$ cat src/logic/cfg_handshake_pkg.sv
// Purpose: Shared constants for the configuration handshake controller
// Assumes: 200 MHz mclk
// Notes:   Power-on reset count is derived from the time in its own unit

package cfg_handshake_pkg;

    // Clock rate and power-on reset duration
    localparam int CLK_MHZ        = 200;
    localparam int POR_TIME_MS    = 100;
    localparam int POR_CYCLES_DEF = POR_TIME_MS * 1000 * CLK_MHZ;

    // Counter width covers the full power-on reset count
    localparam int COUNT_W = 25;

    // Serial memory access: read command shifted out ahead of the data
    localparam int          CMD_BITS = 8;
    localparam logic [7:0]  READ_CMD = 8'h03;

    // Default bitstream length and initialization length, in cycles
    localparam int CONFIG_BITS_DEF = 1024;
    localparam int INIT_CYCLES_DEF = 16;

    // Number of synchronised pin levels
    localparam int SYNC_W = 4;

    // Sequencer states
    typedef enum logic [2:0] {
        ST_POR,
        ST_RELEASE,
        ST_CONFIG,
        ST_WAIT_DONE,
        ST_INIT,
        ST_USER
    } cfg_state_t;

endpackage : cfg_handshake_pkg

$ cat src/logic/fpga_config_handshake.sv
// Purpose: Power-on and configuration handshake sequencer
// Assumes: Board pull-ups on status and done pins, active serial memory
// Notes:   Status and done pin outputs drive low only; high comes from the pull-ups
// Behaviour
// - During power-on reset, hold both pins low
// - Wait about 100 ms, release status, await high
// - Keep user I/O tri-stated after power-on reset
// - Weak pull-ups on before and during configuration
// - Stages run reset, configuration, then initialization
// - Done pin open-drain, driven low until data
// - Release done once data received without error (no error check here: done is released after CONFIG_BITS data bits)
// - Ignore done pin low once in user mode
// - Initialize only after done pin reads high
// - Configure only while chip enable is low
// - Chain output enables next device's chip enable
// - Chain output may float or be unused
// - Drive serial data out, receive serial data in

`timescale 1ns/100ps

module fpga_config_handshake #(
    parameter int POR_CYCLES  = cfg_handshake_pkg::POR_CYCLES_DEF,
    parameter int CONFIG_BITS = cfg_handshake_pkg::CONFIG_BITS_DEF,
    parameter int INIT_CYCLES = cfg_handshake_pkg::INIT_CYCLES_DEF
) (
    input  wire logic       mclk,
    input  wire logic       rst,
    input  wire logic       config_status_n_in,
    output logic            config_status_n_out,
    output logic            config_status_n_oe,
    input  wire logic       config_complete_in,
    output logic            config_complete_out,
    output logic            config_complete_oe,
    input  wire logic       chip_enable_n,
    output logic            chain_enable_out_n,
    output logic            serial_config_data_out,
    input  wire logic       serial_config_data_in,
    output logic [7:0]      config_byte,
    output logic            config_byte_valid,
    output logic            user_io_oe,
    output logic            user_io_pullup_en,
    output logic            user_mode
);
    import cfg_handshake_pkg::*;

    cfg_state_t          state;
    cfg_state_t          next_state;
    logic [COUNT_W-1:0]  count;
    logic [COUNT_W-1:0]  next_count;
    logic [7:0]          cmd_shift;
    logic [7:0]          next_cmd_shift;
    logic [7:0]          rx_shift;
    logic [7:0]          next_rx_shift;
    logic [7:0]          next_config_byte;
    logic                next_config_byte_valid;
    logic                next_chain_enable_out_n;
    logic [SYNC_W-1:0]   pins_sync;
    logic                status_s;
    logic                done_s;
    logic                ce_n_s;
    logic                sdi_s;
    logic [COUNT_W-1:0]  data_index;

    // Pin levels cross into mclk before any decision
    level_sync #(
        .WIDTH    (SYNC_W)
    ) u_pin_sync (
        .mclk     (mclk),
        .rst      (rst),
        .async_in ({serial_config_data_in, chip_enable_n,
                    config_complete_in, config_status_n_in}),
        .sync_out (pins_sync)
    );

    assign status_s   = pins_sync[0];
    assign done_s     = pins_sync[1];
    assign ce_n_s     = pins_sync[2];
    assign sdi_s      = pins_sync[3];
    assign data_index = count - COUNT_W'(CMD_BITS);

    // Open-drain pins only ever drive low
    assign config_status_n_out = 1'b0;
    assign config_complete_out = 1'b0;
    assign config_status_n_oe  = (state == ST_POR);
    assign config_complete_oe  = (state == ST_POR) || (state == ST_RELEASE)
                              || (state == ST_CONFIG);
    assign user_io_oe          = (state == ST_USER);
    assign user_io_pullup_en   = (state != ST_USER);
    assign user_mode           = (state == ST_USER);
    assign serial_config_data_out = cmd_shift[7];

    // Sequencer next-state and datapath
    always_comb begin
        next_state              = state;
        next_count              = count;
        next_cmd_shift          = cmd_shift;
        next_rx_shift           = rx_shift;
        next_config_byte        = config_byte;
        next_config_byte_valid  = 1'b0;
        unique case (state)
            ST_POR: begin
                // Long count is a parameter so simulation can shorten it
                if (count == COUNT_W'(POR_CYCLES - 1)) begin
                    next_state = ST_RELEASE;
                    next_count = '0;
                end else begin
                    next_count = count + 1'b1;
                end
            end
            ST_RELEASE: begin
                next_cmd_shift = READ_CMD;
                next_count     = '0;
                // Status pulled high and chip enabled
                if (status_s && !ce_n_s) begin
                    next_state = ST_CONFIG;
                end
            end
            ST_CONFIG: begin
                next_cmd_shift = {cmd_shift[6:0], 1'b0};
                next_count     = count + 1'b1;
                if (count >= COUNT_W'(CMD_BITS)) begin
                    next_rx_shift = {rx_shift[6:0], sdi_s};
                    if (data_index[2:0] == 3'h7) begin
                        next_config_byte       = {rx_shift[6:0], sdi_s};
                        next_config_byte_valid = 1'b1;
                    end
                end
                // Chip enable lost: restart the load rather than resume
                if (ce_n_s) begin
                    next_state = ST_RELEASE;
                end else if (count == COUNT_W'(CMD_BITS + CONFIG_BITS - 1)) begin
                    next_state = ST_WAIT_DONE;
                end
            end
            ST_WAIT_DONE: begin
                next_count = '0;
                // Done released; start only once pull-up makes it high
                if (done_s) begin
                    next_state = ST_INIT;
                end
            end
            ST_INIT: begin
                next_count = count + 1'b1;
                if (count == COUNT_W'(INIT_CYCLES - 1)) begin
                    next_state = ST_USER;
                end
            end
            ST_USER: begin
                // Done pin no longer watched
                next_state = ST_USER;
            end
        endcase
        // Chain output follows user mode; unused pin is harmless
        next_chain_enable_out_n = (next_state != ST_USER);
    end

    // Sequencer registers
    always_ff @(posedge mclk) begin
        if (rst) begin
            state              <= ST_POR;
            count              <= '0;
            cmd_shift          <= '0;
            rx_shift           <= '0;
            config_byte        <= '0;
            config_byte_valid  <= 1'b0;
            chain_enable_out_n <= 1'b1;
        end else begin
            state              <= next_state;
            count              <= next_count;
            cmd_shift          <= next_cmd_shift;
            rx_shift           <= next_rx_shift;
            config_byte        <= next_config_byte;
            config_byte_valid  <= next_config_byte_valid;
            chain_enable_out_n <= next_chain_enable_out_n;
        end
    end
endmodule : fpga_config_handshake

$ cat src/logic/level_sync.sv
// Purpose: Two-flop synchroniser for a group of pin levels
// Assumes: Inputs are asynchronous to mclk
// Notes:   First stage is read only by the second stage

`timescale 1ns/100ps

module level_sync #(
    parameter int WIDTH = 1
) (
    input  wire logic             mclk,
    input  wire logic             rst,
    input  wire logic [WIDTH-1:0] async_in,
    output logic      [WIDTH-1:0] sync_out
);

    logic [WIDTH-1:0] stage1;
    logic [WIDTH-1:0] next_stage1;
    logic [WIDTH-1:0] next_sync;

    // One synchroniser per bit
    genvar i;
    generate
        for (i = 0; i < WIDTH; i++) begin : g_bit
            always_comb begin
                next_stage1[i] = async_in[i];
                next_sync[i]   = stage1[i];
            end
        end
    endgenerate

    // Reset to high: matches the idle level of the pulled-up pins
    always_ff @(posedge mclk) begin
        if (rst) begin
            stage1   <= '1;
            sync_out <= '1;
        end else begin
            stage1   <= next_stage1;
            sync_out <= next_sync;
        end
    end

endmodule : level_sync

$ cat config.mk
export PLATFORM = sky130hd
export DESIGN_NAME = fpga_config_handshake
export DESIGN_NICKNAME = d
export VERILOG_FILES = /design/src/logic/cfg_handshake_pkg.sv /design/src/logic/fpga_config_handshake.sv /design/src/logic/level_sync.sv
export SDC_FILE = /design/constraint.sdc
export NUM_CORES = 1
export LEC_CHECK = 0
export BUFFER_PORTS_ARGS = -buffer_cell sky130_fd_sc_hd__clkbuf_2
export CAP_MARGIN = 40
export CORE_UTILIZATION = 45
export DETAILED_ROUTE_END_ITERATION = 8
export GPL_TIMING_DRIVEN = 0
export PLACE_DENSITY = 0.64
export SKIP_CTS_REPAIR_TIMING = 1
export SLEW_MARGIN = 20
export SYNTH_ARGS = -nofsm -noshare
export SYNTH_HDL_FRONTEND = slang
export SYNTH_SLANG_ARGS = --single-unit
$ cat constraint.sdc
create_clock -name mclk -period 3.36 [get_ports mclk]
set_input_delay 1.008 -clock mclk [delete_from_list [all_inputs] [get_ports mclk]]
set_output_delay 1.008 -clock mclk [all_outputs]
set_load 0.01 [all_outputs]
==> impl_metrics.xml <==
<?xml version="1.0" encoding="UTF-8"?>
<metrics>
  <group name="finish">
    <metric name="area_delta_synth_final" unit="%">15.51</metric>
    <metric name="num-nets-final" unit="">359</metric>
    <metric name="most-common-layout-cells" unit="">61 x dfxtp_1, 30 x nand2_1, 24 x nor2_1, 24 x a21oi_1, 22 x clkbuf_2</metric>
    <metric name="antenna_cells" unit="">0</metric>
    <metric name="fillers" unit="">576</metric>
    <metric name="layout-drive-gt1-share" unit="%">17.75</metric>
    <metric name="layout_commonest_cell" unit="">dfxtp_1</metric>
    <metric name="finalNonFillerCells" unit="">430</metric>
  </group>
  <group name="clock_network">
    <metric name="clock_sinks" unit="">61</metric>
    <metric name="post_cts_clock_slew_at_the_launch_and_capture_registers_of_the_worst_setup_and_hold_paths" unit="ns">0.07</metric>
    <metric name="buffer_depth_of_the_longest_clock_path" unit="">2</metric>
    <metric name="cts-htree-levels" unit="">3</metric>
    <metric name="clockRootBuffer" unit="">clkbuf_8</metric>
    <metric name="clock_insertion_delay_worst_skew" unit="ns">0.34</metric>
    <metric name="tritoncts" unit="">built</metric>
    <metric name="cts_made_buffers" unit="">9</metric>
  </group>
  <group name="routing">
    <metric name="post-route-drc-count" unit="">0</metric>
    <metric name="detail_route.iter0.violations" unit="">157</metric>
    <metric name="post_drt_wl_per_cell" unit="um">14.03</metric>
    <metric name="vias" unit="">2389</metric>
    <metric name="detailedRoute.firstPassIterationCount" unit="">4</metric>
    <metric name="route.detailed.vias_per_inst" unit="">5.556</metric>
    <metric name="drtAntennaViolNets" unit="">0</metric>
    <metric name="total_wire_length" unit="um">6031</metric>
  </group>
  <group name="synth">
    <metric name="ys_async_sr_fraction" unit="%">0</metric>
    <metric name="postSynthCellCount" unit="">317</metric>
    <metric name="synth_top_flop_cell" unit="">dfxtp_1</metric>
    <metric name="ys_ff_latch" unit="">61</metric>
    <metric name="synth-seq-area-share" unit="%">43.49</metric>
    <metric name="synth_largest_area_cell" unit="">dfxtp_1</metric>
    <metric name="synth-edff-count" unit="">0</metric>
    <metric name="synth_area_leaders" unit="">dfxtp_1 43%, mux2i_1 5.3%, a21oi_1 4.3%, nand2_1 4.0%, nor2_1 3.2%</metric>
    <metric name="mappedNetlistArea" unit="mm^2">0.002808</metric>
    <metric name="synth.top_cell.area_share" unit="%">43.49</metric>
    <metric name="synth_warnings" unit="">0</metric>
    <metric name="synth.lib_cells_used.distinct" unit="">47</metric>
    <metric name="avgSynthCellArea" unit="um^2">8.857</metric>
  </group>
  <group name="floorplan">
    <metric name="initial_core_util" unit="%">47.14</metric>
    <metric name="design.die.area" unit="mm^2">0.006559</metric>
    <metric name="die_h" unit="um">80.99</metric>
    <metric name="die_x" unit="um">80.99</metric>
    <metric name="pin_count" unit="">24</metric>
    <metric name="core-area" unit="mm^2">0.005956</metric>
    <metric name="core.rowCount" unit="">28</metric>
  </group>
  <group name="sta">
    <metric name="rsz0062_at_grt" unit="">no</metric>
    <metric name="worstMarginPinSlew" unit="ns">0.5456</metric>
    <metric name="final_max_slew_viols" unit="">0</metric>
    <metric name="fin_tns_setup" unit="ns">0</metric>
    <metric name="slew_headroom" unit="%">63.63</metric>
    <metric name="fin_crit_sh" unit="%">87.52</metric>
    <metric name="hold_violations" unit="">0</metric>
    <metric name="clock.fmax" unit="MHz">340.1</metric>
    <metric name="clock_skew" unit="ns">0.005043</metric>
    <metric name="period_needed" unit="ns">2.941</metric>
    <metric name="report.final.setup_viol" unit="">0</metric>
  </group>
  <group name="worst_setup_path">
    <metric name="ff2ff_path_depth" unit="">6</metric>
    <metric name="timing.critical_path.fanout_max" unit="">10</metric>
    <metric name="critical_path_class" unit="">register to output pin</metric>
    <metric name="rr_startpoint" unit="">count[1]$_SDFFE_PP0P_</metric>
    <metric name="r2r_slack" unit="ns">1.10</metric>
    <metric name="worst_ep_required_time" unit="ns">2.35</metric>
    <metric name="worst_ep_arrival_time" unit="ns">1.93</metric>
    <metric name="cp-startpoint" unit="">state[2]$_SDFF_PP0_</metric>
    <metric name="worst_setup_path_end_kind" unit="">output pin</metric>
    <metric name="r2r-end" unit="">count[24]$_SDFFE_PP0P_</metric>
    <metric name="cp-endpoint" unit="">user_mode</metric>
    <metric name="timing.critical_path.from_type" unit="">register</metric>
  </group>
  <group name="placed_design">
    <metric name="hpwl" unit="um">4180</metric>
    <metric name="io_buffers" unit="">21</metric>
    <metric name="placed_cells" unit="">414</metric>
    <metric name="place_congestion" unit="">0.7877</metric>
  </group>
  <group name="global_route">
    <metric name="grt_pass1_vias" unit="">2128</metric>
    <metric name="total_grt_overflow" unit="">0</metric>
    <metric name="groute.usage.overall" unit="%">20.52</metric>
    <metric name="largest_net_degree_at_the_start_of_global_routing" unit="">13</metric>
    <metric name="grt_first_pass_wirelength" unit="um">10270</metric>
    <metric name="grt_antenna_before_repair" unit="">0</metric>
  </group>
  <group name="flow_run">
    <metric name="max_cap_viol_count" unit="">0</metric>
  </group>
  <group name="run_status">
    <metric name="status" unit="">completed</metric>
  </group>
  <group name="pwr">
    <metric name="p_leak" unit="uW">0.001205</metric>
    <metric name="power.ir.vdd_worst" unit="V">0.0003114</metric>
    <metric name="cellPowerDensity" unit="mW/mm^2">470.1</metric>
  </group>
  <group name="worst_hold_path">
    <metric name="worst_hold_path_type" unit="">register to register</metric>
  </group>
</metrics>
flip-flops by register name (all words and copies together) (netlist names):
register	flops
config_byte_valid	1
config_byte	8
state	3
u_pin_sync.next_sync	4
cmd_shift	8
count	25
rx_shift	7
chain_enable_out_n	1
u_pin_sync.sync_out	4
worst max-delay path, cell delays in order, from the launching register on:
cell      delay (ns)
dfxtp_1         0.37
buf_1           0.40
nor2b_1         0.40
nand2_1         0.12
inv_1           0.09
buf_4           0.10
clkbuf_2        0.11
power by group:
| part | total (uW) | leakage, uW | switching [uW] | internal, uW |
|---|---|---|---|---|
| combinational | 38.4 | 0.000594 | 22.7 | 15.7 |
| sequential | 736 | 0.000494 | 5.27 | 730 |
| clock | 751 | 0.000117 | 307 | 444 |
worst min path at each step:
stage	startpoint	end	cells after the start
after detailed placement	u_pin_sync.next_sync[1]$_SDFF_PP1_	u_pin_sync.sync_out[1]$_SDFF_PP1_	1
after global placement	u_pin_sync.next_sync[3]$_SDFF_PP1_	u_pin_sync.sync_out[3]$_SDFF_PP1_	1
after global routing	u_pin_sync.next_sync[3]$_SDFF_PP1_	u_pin_sync.sync_out[3]$_SDFF_PP1_	1
after floorplan	u_pin_sync.next_sync[0]$_SDFF_PP1_	u_pin_sync.sync_out[0]$_SDFF_PP1_	1
final	u_pin_sync.next_sync[2]$_SDFF_PP1_	u_pin_sync.sync_out[2]$_SDFF_PP1_	1
after CTS	u_pin_sync.next_sync[1]$_SDFF_PP1_	u_pin_sync.sync_out[1]$_SDFF_PP1_	1
metal layers:
layer  part of all wire [%]  vias to the layer above  track usage, %  wire length [um]
li1                       -                     1208               -                 -
met1                     49                     1143           27.82              2977
met2                     47                       29           31.93              2813
met3                    2.6                        9           3.371               156
met4                    1.4                        0           9.107                83
met5                      0                        -               0                 0
cells in the mapped netlist, drive strengths merged (4+ instances only):
cell type	number
a21oi	25
a2bb2oi	6
buf	10
clkbuf	12
dfxtp	61
inv	9
mux2i	15
nand2	30
nand3	9
nand4	6
nor2	24
nor2b	9
nor4	8
o21a	4
o21ai	9
o31ai	10
or2	9
or3	6
or4	13
xnor2	7
cell type report:
type	count	area [um^2]	share of cell area [%]
Buffer	22	116.4	3.588
Clock buffer	10	137.6	4.244
Clock inverter	6	95.09	2.932
Inverter	10	37.54	1.157
Multi-Input combinational cell	225	1436	44.29
Sequential cell	61	1221	37.65
Tap cell	75	93.84	2.894
Timing Repair Buffer	21	105.1	3.241
cell families after synthesis:
group	after synthesis	synth area share, %
DFF	61	43.49
and+or+nand+nor	128	24.96
other	1	0.1336
adders and majority gates	3	1.337
muxes	15	5.347
xor gates and xnor gates	8	2.496
AOI/OAI and AO/OA	69	16.76
buffers and inverters	32	5.481
through the flow:
stage	total power (uW)	hold slack, ns	worst slack [ns]	instance area [um^2]	util, %
2_1_floorplan	778.3	0.3895	0.9959	2811	-
3_3_place_gp	790.3	0.3925	0.7750	3010	50.55
3_5_place_dp	791.8	0.4004	0.7835	3010	50.55
4_1_cts	1545	0.4188	0.4068	3243	54.45
5_1_grt	1582	0.4302	0.2471	3243	54.45
6_report	1525	0.4158	0.4195	3243	54.45
Power figures use the tool's default switching activity.
